==> src/hw/twm_map.svh <==
// Register address, field positions, reset values and count limits of the waveform mode control
`ifndef TWM_MAP_SVH
`define TWM_MAP_SVH

// First control register in I/O space
`define TWM_CTRL_A_ADDR 8'h8B
`define TWM_CTRL_A_RST 8'h00

// Field positions inside the first control register
`define TWM_CHAN_A_MODE_HI 7
`define TWM_CHAN_A_MODE_LO 6
`define TWM_CHAN_B_MODE_HI 5
`define TWM_CHAN_B_MODE_LO 4
`define TWM_CHAN_C_MODE_HI 3
`define TWM_CHAN_C_MODE_LO 2
`define TWM_WAVE_LOW_HI 1
`define TWM_WAVE_LOW_LO 0

// Waveform mode codes
`define TWM_MODE_NORMAL 4'h0
`define TWM_MODE_PC8 4'h1
`define TWM_MODE_PC9 4'h2
`define TWM_MODE_PC10 4'h3
`define TWM_MODE_CTC_OCA 4'h4
`define TWM_MODE_FAST8 4'h5
`define TWM_MODE_FAST9 4'h6
`define TWM_MODE_FAST10 4'h7
`define TWM_MODE_PFC_ICR 4'h8
`define TWM_MODE_PFC_OCA 4'h9
`define TWM_MODE_PC_ICR 4'hA
`define TWM_MODE_PC_OCA 4'hB
`define TWM_MODE_CTC_ICR 4'hC
`define TWM_MODE_RSVD 4'hD
`define TWM_MODE_FAST_ICR 4'hE
`define TWM_MODE_FAST_OCA 4'hF

// Output mode field codes
`define TWM_OUT_OFF 2'h0
`define TWM_OUT_TOGGLE 2'h1
`define TWM_OUT_CLEAR 2'h2
`define TWM_OUT_SET 2'h3

// Counter limits
`define TWM_BOTTOM 16'h0000
`define TWM_MAX 16'hFFFF
`define TWM_TOP_8BIT 16'h00FF
`define TWM_TOP_9BIT 16'h01FF
`define TWM_TOP_10BIT 16'h03FF

`endif

==> src/hw/twm_pkg.sv <==
// Types shared by the waveform mode control files
package twm_pkg;

  // Counting family of a waveform mode
  typedef enum logic [2:0] {FAM_NORMAL, FAM_CTC, FAM_FAST, FAM_PHASE, FAM_PFC, FAM_RSVD} twm_fam_e;

  // Source of the TOP value
  typedef enum logic [1:0] {TOP_FIXED, TOP_CMP_A, TOP_CAPTURE} twm_top_e;

  // Point at which a compare value or the overflow flag takes effect
  typedef enum logic [1:0] {PT_IMMEDIATE, PT_MAX, PT_TOP, PT_BOTTOM} twm_point_e;

  // Decoded waveform mode
  typedef struct packed {
    twm_fam_e fam;
    twm_top_e top_src;
    twm_point_e upd_pt;
    twm_point_e ovf_pt;
    logic [15:0] fixed_top;
  } twm_dec_s;

endpackage : twm_pkg

==> src/hw/twm_wave_ctrl.sv <==
// Waveform mode control of a 16-bit timer: control register, counter sequence and three compare pins
//
// How it works
// - Nonzero output field hands the pin to the channel, except in mode 13 or for a forbidden toggle; driver follows direction bit.
// - Output field meaning depends on non-PWM, fast PWM or dual-slope family.
// - Non-PWM: 0 disconnects, 1 toggles, 2 clears, 3 sets on match.
// - Fast PWM value 1 toggles channel A only in mode 15.
// - Fast PWM value 2 clears on match, sets at BOTTOM.
// - Fast PWM value 3 sets on match, clears at BOTTOM.
// - Fast PWM values 2 and 3 with compare equal TOP ignore match; action only at BOTTOM.
// - Dual-slope value 1 toggles channel A only in modes 9 or 11.
// - Dual-slope value 2 clears on up-count match, sets on down-count match.
// - Dual-slope value 3 sets on up-count match, clears on down-count match.
// - Mode is two register bits plus two high bits; mode 13 reserved.
// - Modes 0, 4, 12: free or clear-on-match, immediate update, flag at MAX.
// - Phase modes 1-3, 10, 11: update at TOP, flag at BOTTOM.
// - Modes 8 and 9: update and flag both at BOTTOM.
// - Fast modes 5-7, 14, 15: update at BOTTOM, flag at TOP.
// - Dual-slope counter runs up from zero to TOP and back down.
`timescale 1ns/10ps
`include "twm_map.svh"

module twm_wave_ctrl (
  // Clock and reset
  input wire logic core_clk_i,
  input wire logic rst_i,
  // I/O register port
  input wire logic [7:0] io_addr_i,
  input wire logic io_wr_i,
  input wire logic io_rd_i,
  input wire logic [7:0] io_wdata_i,
  output logic [7:0] io_rdata_o,
  // Neighbouring registers and timer clock enable
  input wire logic [1:0] wave_mode_high_bits_i,
  input wire logic timer_tick_i,
  input wire logic [15:0] compare_buf_a_i,
  input wire logic [15:0] compare_buf_b_i,
  input wire logic [15:0] compare_buf_c_i,
  input wire logic [15:0] capture_value_i,
  // Port logic for pins A, B, C (bit 0 is A)
  input wire logic [2:0] port_data_i,
  input wire logic [2:0] port_dir_i,
  // Pins A, B, C
  output logic [2:0] wave_pin_o,
  output logic [2:0] wave_pin_oe_o,
  // Timer state
  output logic [15:0] count_value_o,
  output logic count_up_o,
  output logic overflow_flag_o
);

  logic [7:0] ctrl_a_ff;
  logic [7:0] rdata_ff;
  logic [15:0] cnt_ff;
  logic [15:0] nxt_cnt;
  logic up_ff;
  logic nxt_up;
  logic ovf_ff;
  logic [2:0] pin_ff;
  logic [15:0] cmp_ff [3];
  logic [15:0] cmp_buf [3];
  logic [1:0] out_mode [3];
  logic [2:0] oc_w;
  logic [2:0] match_w;
  logic [2:0] tog_ok_w;
  logic [2:0] ovr_w;
  logic [3:0] wave_mode_field;
  twm_pkg::twm_dec_s dec_w;
  logic [15:0] top_val;
  logic at_top;
  logic at_bot;
  logic at_max;
  logic dual;
  logic wr_hit;
  logic rd_hit;
  logic upd_now;
  logic ovf_evt;

  // Fixed TOP for the 8, 9 and 10 bit modes, picked by the two low mode bits
  function automatic logic [15:0] fixed_top(input logic [1:0] low);
    case (low)
      2'h1: fixed_top = `TWM_TOP_8BIT;
      2'h2: fixed_top = `TWM_TOP_9BIT;
      2'h3: fixed_top = `TWM_TOP_10BIT;
      default: fixed_top = `TWM_MAX;
    endcase
  endfunction : fixed_top

  // Mode table: family, TOP source, compare update point, overflow point
  function automatic twm_pkg::twm_dec_s dec_mode(input logic [3:0] m);
    twm_pkg::twm_dec_s d;
    d.fam = twm_pkg::FAM_RSVD;
    d.top_src = twm_pkg::TOP_FIXED;
    d.upd_pt = twm_pkg::PT_IMMEDIATE;
    d.ovf_pt = twm_pkg::PT_MAX;
    d.fixed_top = `TWM_MAX;
    case (m)
      `TWM_MODE_NORMAL: d.fam = twm_pkg::FAM_NORMAL;
      `TWM_MODE_CTC_OCA: begin
        d.fam = twm_pkg::FAM_CTC;
        d.top_src = twm_pkg::TOP_CMP_A;
      end
      `TWM_MODE_CTC_ICR: begin
        d.fam = twm_pkg::FAM_CTC;
        d.top_src = twm_pkg::TOP_CAPTURE;
      end
      `TWM_MODE_PC8, `TWM_MODE_PC9, `TWM_MODE_PC10, `TWM_MODE_PC_ICR, `TWM_MODE_PC_OCA: begin
        d.fam = twm_pkg::FAM_PHASE;
        d.upd_pt = twm_pkg::PT_TOP;
        d.ovf_pt = twm_pkg::PT_BOTTOM;
        d.fixed_top = fixed_top(m[1:0]);
        d.top_src = !m[3] ? twm_pkg::TOP_FIXED : (m[0] ? twm_pkg::TOP_CMP_A : twm_pkg::TOP_CAPTURE);
      end
      `TWM_MODE_PFC_ICR, `TWM_MODE_PFC_OCA: begin
        d.fam = twm_pkg::FAM_PFC;
        d.upd_pt = twm_pkg::PT_BOTTOM;
        d.ovf_pt = twm_pkg::PT_BOTTOM;
        d.top_src = m[0] ? twm_pkg::TOP_CMP_A : twm_pkg::TOP_CAPTURE;
      end
      `TWM_MODE_FAST8, `TWM_MODE_FAST9, `TWM_MODE_FAST10, `TWM_MODE_FAST_ICR, `TWM_MODE_FAST_OCA: begin
        d.fam = twm_pkg::FAM_FAST;
        d.upd_pt = twm_pkg::PT_BOTTOM;
        d.ovf_pt = twm_pkg::PT_TOP;
        d.fixed_top = fixed_top(m[1:0]);
        d.top_src = !m[3] ? twm_pkg::TOP_FIXED : (m[0] ? twm_pkg::TOP_CMP_A : twm_pkg::TOP_CAPTURE);
      end
      default: d.fam = twm_pkg::FAM_RSVD;
    endcase
    dec_mode = d;
  endfunction : dec_mode

  // Register decode; the register is the only address this block answers
  assign wr_hit = io_wr_i && (io_addr_i == `TWM_CTRL_A_ADDR);
  assign rd_hit = io_rd_i && (io_addr_i == `TWM_CTRL_A_ADDR);

  always_ff @(posedge core_clk_i or posedge rst_i) begin
    if (rst_i) begin
      ctrl_a_ff <= `TWM_CTRL_A_RST;
      rdata_ff <= 8'h00;
    end else begin
      if (wr_hit) begin
        ctrl_a_ff <= io_wdata_i;
      end
      rdata_ff <= rd_hit ? ctrl_a_ff : 8'h00;
    end
  end

  assign io_rdata_o = rdata_ff;

  // mode from high bits and register low bits
  assign wave_mode_field = {wave_mode_high_bits_i, ctrl_a_ff[`TWM_WAVE_LOW_HI:`TWM_WAVE_LOW_LO]};
  assign dec_w = dec_mode(wave_mode_field);
  assign out_mode[0] = ctrl_a_ff[`TWM_CHAN_A_MODE_HI:`TWM_CHAN_A_MODE_LO];
  assign out_mode[1] = ctrl_a_ff[`TWM_CHAN_B_MODE_HI:`TWM_CHAN_B_MODE_LO];
  assign out_mode[2] = ctrl_a_ff[`TWM_CHAN_C_MODE_HI:`TWM_CHAN_C_MODE_LO];
  assign cmp_buf[0] = compare_buf_a_i;
  assign cmp_buf[1] = compare_buf_b_i;
  assign cmp_buf[2] = compare_buf_c_i;

  // TOP selection and counter landmarks
  assign top_val = (dec_w.top_src == twm_pkg::TOP_CMP_A) ? cmp_ff[0] :
                   (dec_w.top_src == twm_pkg::TOP_CAPTURE) ? capture_value_i : dec_w.fixed_top;
  assign at_top = (cnt_ff == top_val);
  assign at_bot = (cnt_ff == `TWM_BOTTOM);
  assign at_max = (cnt_ff == `TWM_MAX);
  assign dual = (dec_w.fam == twm_pkg::FAM_PHASE) || (dec_w.fam == twm_pkg::FAM_PFC);

  // Next count and direction; the reserved mode holds the counter
  always_comb begin
    nxt_cnt = cnt_ff;
    nxt_up = up_ff;
    if (timer_tick_i) begin
      case (dec_w.fam)
        twm_pkg::FAM_NORMAL: begin
          nxt_cnt = cnt_ff + 16'h0001;
          nxt_up = 1'b1;
        end
        twm_pkg::FAM_CTC, twm_pkg::FAM_FAST: begin
          nxt_cnt = at_top ? `TWM_BOTTOM : cnt_ff + 16'h0001;
          nxt_up = 1'b1;
        end
        twm_pkg::FAM_PHASE, twm_pkg::FAM_PFC: begin
          // turn at TOP and at BOTTOM
          if (up_ff && at_top) begin
            nxt_up = 1'b0;
            nxt_cnt = cnt_ff - 16'h0001;
          end else if (!up_ff && at_bot) begin
            nxt_up = 1'b1;
            nxt_cnt = cnt_ff + 16'h0001;
          end else begin
            nxt_cnt = up_ff ? cnt_ff + 16'h0001 : cnt_ff - 16'h0001;
          end
        end
        default: nxt_cnt = cnt_ff;
      endcase
    end
  end

  // Compare update point and overflow event
  assign upd_now = (dec_w.upd_pt == twm_pkg::PT_IMMEDIATE) ||
                   (timer_tick_i && (dec_w.upd_pt == twm_pkg::PT_TOP) && at_top && up_ff) ||
                   (timer_tick_i && (dec_w.upd_pt == twm_pkg::PT_BOTTOM) && at_bot);
  assign ovf_evt = timer_tick_i && (dec_w.fam != twm_pkg::FAM_RSVD) &&
                   (((dec_w.ovf_pt == twm_pkg::PT_MAX) && at_max) ||
                    ((dec_w.ovf_pt == twm_pkg::PT_TOP) && at_top) ||
                    ((dec_w.ovf_pt == twm_pkg::PT_BOTTOM) && at_bot && dual));

  // Counter, direction and overflow pulse
  always_ff @(posedge core_clk_i or posedge rst_i) begin
    if (rst_i) begin
      cnt_ff <= `TWM_BOTTOM;
      up_ff <= 1'b1;
      ovf_ff <= 1'b0;
    end else begin
      cnt_ff <= nxt_cnt;
      up_ff <= nxt_up;
      ovf_ff <= ovf_evt;
    end
  end

  assign count_value_o = cnt_ff;
  assign count_up_o = up_ff;
  assign overflow_flag_o = ovf_ff;

  // Per channel: active compare value, match, toggle permission, pin takeover
  genvar gi;
  generate
    for (gi = 0; gi < 3; gi++) begin : g_chan
      // Buffered compare value; double buffering hides glitches in PWM modes
      always_ff @(posedge core_clk_i or posedge rst_i) begin
        if (rst_i) begin
          cmp_ff[gi] <= `TWM_BOTTOM;
        end else if (upd_now) begin
          cmp_ff[gi] <= cmp_buf[gi];
        end
      end

      assign match_w[gi] = timer_tick_i && (cnt_ff == cmp_ff[gi]);

      // toggle allowed for every channel in non-PWM modes, otherwise only for channel A in modes 15, 9, 11
      assign tog_ok_w[gi] = (dec_w.fam == twm_pkg::FAM_NORMAL) || (dec_w.fam == twm_pkg::FAM_CTC) ||
                            ((gi == 0) && ((wave_mode_field == `TWM_MODE_FAST_OCA) ||
                             (wave_mode_field == `TWM_MODE_PFC_OCA) || (wave_mode_field == `TWM_MODE_PC_OCA)));

      // takeover unless the reserved mode or a forbidden toggle leaves the pin disconnected
      assign ovr_w[gi] = (out_mode[gi] != `TWM_OUT_OFF) && (dec_w.fam != twm_pkg::FAM_RSVD) &&
                         !((out_mode[gi] == `TWM_OUT_TOGGLE) && !tog_ok_w[gi]);

      twm_chan_out u_chan (
        .core_clk_i(core_clk_i),
        .rst_i(rst_i),
        .fam_i(dec_w.fam),
        .out_mode_i(out_mode[gi]),
        .toggle_ok_i(tog_ok_w[gi]),
        .match_i(match_w[gi]),
        .bottom_i(timer_tick_i && at_bot),
        .count_up_i(up_ff),
        .cmp_is_top_i(cmp_ff[gi] == top_val),
        .oc_o(oc_w[gi])
      );
    end
  endgenerate

  // pin value registered; driver enable follows the direction bits
  always_ff @(posedge core_clk_i or posedge rst_i) begin
    if (rst_i) begin
      pin_ff <= 3'h0;
    end else begin
      pin_ff <= (ovr_w & oc_w) | (~ovr_w & port_data_i);
    end
  end

  assign wave_pin_o = pin_ff;
  assign wave_pin_oe_o = port_dir_i;
endmodule : twm_wave_ctrl

==> src/hw/twm_chan_out.sv <==
// One compare output channel: holds the waveform output bit and applies match and BOTTOM events
`timescale 1ns/10ps
`include "twm_map.svh"

module twm_chan_out (
  // Clock and reset
  input wire logic core_clk_i,
  input wire logic rst_i,
  // Mode and events
  input twm_pkg::twm_fam_e fam_i,
  input wire logic [1:0] out_mode_i,
  input wire logic toggle_ok_i,
  input wire logic match_i,
  input wire logic bottom_i,
  input wire logic count_up_i,
  input wire logic cmp_is_top_i,
  // Waveform output bit
  output logic oc_o
);

  logic oc_ff;
  logic nxt_oc;
  logic is_toggle;
  logic fast_match;

  assign is_toggle = (out_mode_i == `TWM_OUT_TOGGLE) && toggle_ok_i;
  assign fast_match = match_i && !(cmp_is_top_i && out_mode_i[1]);

  // Next output value per counting family
  always_comb begin
    nxt_oc = oc_ff;
    case (fam_i)
      twm_pkg::FAM_NORMAL, twm_pkg::FAM_CTC: begin
        if (match_i) begin
          case (out_mode_i)
            `TWM_OUT_TOGGLE: nxt_oc = ~oc_ff;
            `TWM_OUT_CLEAR: nxt_oc = 1'b0;
            `TWM_OUT_SET: nxt_oc = 1'b1;
            default: nxt_oc = oc_ff;
          endcase
        end
      end
      twm_pkg::FAM_FAST: begin
        if (is_toggle && match_i) begin
          nxt_oc = ~oc_ff;
        end else if (out_mode_i[1]) begin
          // BOTTOM restores, match wins when both fall together
          if (fast_match) begin
            nxt_oc = out_mode_i[0];
          end else if (bottom_i) begin
            nxt_oc = ~out_mode_i[0];
          end
        end
      end
      twm_pkg::FAM_PHASE, twm_pkg::FAM_PFC: begin
        if (is_toggle && match_i) begin
          nxt_oc = ~oc_ff;
        end else if (out_mode_i[1] && match_i) begin
          nxt_oc = count_up_i ? out_mode_i[0] : ~out_mode_i[0];
        end
      end
      default: nxt_oc = oc_ff;
    endcase
  end

  // Output bit register
  always_ff @(posedge core_clk_i or posedge rst_i) begin
    if (rst_i) begin
      oc_ff <= 1'b0;
    end else begin
      oc_ff <= nxt_oc;
    end
  end

  assign oc_o = oc_ff;

endmodule : twm_chan_out

==> config.mk <==
export PLATFORM = sky130hd
export DESIGN_NAME = twm_wave_ctrl
export DESIGN_NICKNAME = d
export VERILOG_FILES = /design/src/hw/twm_pkg.sv /design/src/hw/twm_wave_ctrl.sv /design/src/hw/twm_chan_out.sv
export VERILOG_INCLUDE_DIRS = /design/src /design/src/hw
export SDC_FILE = /design/constraint.sdc
export NUM_CORES = 1
export LEC_CHECK = 0
export BUFFER_PORTS_ARGS = -buffer_cell sky130_fd_sc_hd__buf_2
export CORE_AREA = 2 2 131 165
export DETAILED_ROUTE_END_ITERATION = 16
export DIE_AREA = 0 0 133 167
export PLACE_DENSITY = 0.58
export SLEW_MARGIN = 10
export SYNTH_ARGS = -nofsm -noshare
export SYNTH_HDL_FRONTEND = slang
export SYNTH_SLANG_ARGS = --single-unit
==> constraint.sdc <==
create_clock -name core_clk_i -period 11.55 [get_ports core_clk_i]
set_input_delay 1.155 -clock core_clk_i [delete_from_list [all_inputs] [get_ports core_clk_i]]
set_output_delay 1.155 -clock core_clk_i [all_outputs]
set_load 0.005 [all_outputs]
==> results by group <==
Status
  • Outcome: completed

Timing
  • Setup violators final: 0
  • Sum Neg Setup Slack: 0 ps
  • Unrepaired setup endpoints after global routing: no
  • Worst slew pin tran: 1108 ps
  • Final hold viol count: 0
  • Fin Hold WS: 532.2 ps
  • Max Clock Skew: 12.08 ps
  • Final period util: 0.4572
  • Pins over their slew limit: 0
  • Slew HR: 0.2596
  • Achievable Freq: 0.1894 GHz
  • Minimum clock period: 5281 ps

Floorplanning
  • Die Height: 167 µm
  • Initial Util: 0.3437
  • Core Area: 20600 µm²
  • Die area: 22210 µm²
  • Io pins: 125
  • Die width: 133 µm
  • Cell Rows: 59

Setup path
  • Critical path data required time: 11800 ps
  • FF-to-FF setup slack: 6270 ps
  • Critical path type: reg2reg
  • Reg-to-reg startpoint: ctrl_a_ff[0]
  • Crit Path Max Fanout: 48
  • CP Capture Type: flop
  • FF-to-FF End: cmp_ff[36]
  • CP Launch Type: flop
  • R2R depth: 12
  • Data arrival time of the worst path: 5530 ps

Global routing
  • First-pass GRT wire length: 37990 µm
  • Vias in the first global route: 6737
  • GRT overflow: 0
  • Largest net degree at the start of global routing: 49
  • Global-route usage over all layers: 0.2205
  • Initial antenna violation count: 0

CTS
  • Clock sink count: 88
  • Post-CTS Hold Fix Bufs: 0
  • Inserted Clock Buffers: 9
  • Clock insertion delay at the later pin of the skew report: 360 ps
  • Setup Fix Bufs, Post-CTS: 0
  • Clk slew on worst S/H paths: 60 ps
  • CTS Root Cell: clkbuf_16
  • Clock tree buffer depth: 2
  • Post-CTS Resized: 0
  • CTS tree: done
  • H-Tree Depth: 3

Synth
  • Sequential area share after synthesis: 0.3112
  • Largest area contributor in the netlist: dfrtp_1
  • Largest cells by area after synthesis: dfrtp_1 (31%), mux2_2 (6.4%), xnor2_1 (5.3%), mux2_4 (4.2%), xor2_1 (3.5%)
  • FF+latch count, synth: 88
  • Post-synth cell types: 91
  • Top FF cell, synth: dfrtp_1
  • Synth Net Count: 884
  • Syn Inst Count: 785
  • Synth async-reset ratio: 1.000
  • Yosys top cell area share: 0.3075
  • Synthesized area: 7079 µm²
  • Post-synth EDFFs: 0
  • Synth warnings: 0
  • Syn Area/Cell: 9.018 µm²

Power
  • Sequential Power Share: 0.400
  • Comb power frac: 0.327
  • Clock power frac: 0.273
  • Sw frac: 0.3828
  • Power Internal: 677.4 µW
  • Total leakage power: 3.445 nW
  • VDD IR max: 0.07191 mV
  • Switch Pwr: 420.1 µW
  • Pwr dens: 134.7 nW/µm²

Final layout
  • Final Non-Filler Cells: 1153
  • Ant diodes: 0
  • Share of cells above drive strength 1: 0.2719
  • Synthesis-to-layout area growth: 15.11%
  • Nets@finish: 973

Run
  • Max-Cap Viols: 0

Detailed routing
  • TritonRoute pass-1 iters: 5
  • DRC Markers: 0
  • Initial drt markers: 488
  • WL per Instance: 21.09 µm
  • Routed vias: 6765
  • Antenna-violating nets left: 0
  • DRT Wirelength: 24320 µm
  • DR vias/cell: 5.867

Min path
  • Min-Delay Startpoint: g_chan[2].u_chan.oc_o
  • Type of the most critical hold path: reg2reg
  • Hold Path End: g_chan[2].u_chan.oc_o
  • Hold path cells: 1

Placed design
  • Post-DP HPWL: 18460 µm
  • Gpl congestion: 0.9129
  • Port Buffers: 118
  • Dpl cells: 1137
==> state kept, by name (all words and copies together) (netlist names) <==
signal              count
cmp_ff                 48
count_up_o              1
count_value_o          16
ctrl_a_ff               8
g_chan.u_chan.oc_o      3
io_rdata_o              8
overflow_flag_o         1
wave_pin_o              3
==> cell usage after synthesis (11+ instances only) <==
library cell	count
dfrtp_1	87
nand2_1	56
nor2_1	49
xnor2_1	43
mux2_2	40
nor3_1	36
inv_1	30
clkbuf_1	28
o21ai_0	28
xor2_1	28
nand3_1	27
a21oi_1	26
mux2_4	20
o22ai_1	17
and3_1	15
nand4_1	15
nor4_1	13
buf_2	12
a31oi_1	11
==> kinds of logic after synthesis <==
kind of cell | Yosys count | share of synthesized area
simple gates | 287 | 0.2220
compound gates | 187 | 0.2018
flops | 88 | 0.3112
buf+inv | 82 | 0.05302
xor+xnor | 71 | 0.08784
mux | 64 | 0.1135
fa+ha+maj | 6 | 0.01060
==> per-layer routing <==
layer	vias up	GRT usage	wire length, µm	part of all wire
met5	-	0	0	0
met4	0	0.1220	1107	0.046
met3	73	0.03227	1694	0.070
met2	329	0.3636	11540	0.47
met1	3233	0.2759	9979	0.41
li1	3130	-	-	-
==> worst max-delay path: stages (launching register included) <==
cell and delay [ps]:
dfrtp_1 450, inv_1 190, ha_1 570, o221ai_2 500, a2111oi_2 730, nor3_1 120
a2111oi_0 530, and4bb_4 350, and4bb_1 400, a211oi_2 140, a21oi_4 120, buf_4 580
mux2_2 410
==> worst max-delay path by stage <==
stage                                        start         end  slack (ps)  cells after the start
final                                 ctrl_a_ff[0]  cmp_ff[36]        6270                     12
after detailed placement  wave_mode_high_bits_i[0]  cmp_ff[36]        5920                     12
after global placement    wave_mode_high_bits_i[0]  cmp_ff[30]        5970                     12
after CTS                             ctrl_a_ff[0]  cmp_ff[36]        6260                     12
after global routing                  ctrl_a_ff[0]  cmp_ff[44]        5840                     12
after floorplan           wave_mode_high_bits_i[1]   cmp_ff[0]        7220                     15
==> area by class of cell <==
cell class	instances	area, µm²
Inverter	30	113.9
Multi-Input combinational cell	615	4514
Sequential cell	88	2203
Fill cell	2064	12450
Clock inverter	3	43.79
Timing Repair Buffer	130	680.7
Tap cell	274	342.8
Clock buffer	13	250.2
==> cell usage in the layout, fill, tap and decap left out, types with 20 or more instances in the layout <==
master and n:
mux2_4 20, nor2_1 49, nand2_1 56, a21oi_1 26, nand3_1 27, buf_2 118, xnor2_1 43, nor3_1 36
o21ai_0 28, inv_1 29, mux2_2 40, dfrtp_1 87, xor2_1 28
==> power by group through the flow <==
| stage | Sequential, mW | Combinational (mW) | Clock (mW) |
|---|---|---|---|
| 3_5_place_dp | 0.440 | 0.356 | 0 |
| 6_report | 0.439 | 0.359 | 0.300 |
| 2_1_floorplan | 0.380 | 0.284 | 0 |
| 5_1_grt | 0.442 | 0.392 | 0.318 |
| 3_3_place_gp | 0.442 | 0.354 | 0 |
| 4_1_cts | 0.435 | 0.357 | 0.307 |
==> through the flow <==
| step | utilization | cell area (µm²) | setup WS (ps) | total power [mW] |
|---|---|---|---|---|
| after floorplan | - | 7079 | 7225 | 0.6640 |
| after global placement | 0.3814 | 7855 | 5972 | 0.7956 |
| after detailed placement | 0.3814 | 7855 | 5921 | 0.7961 |
| after CTS | 0.3957 | 8149 | 6264 | 1.099 |
| after global routing | 0.3957 | 8149 | 5844 | 1.153 |
| final | 0.3957 | 8149 | 6269 | 1.098 |
Power figures use the tool's default switching activity.
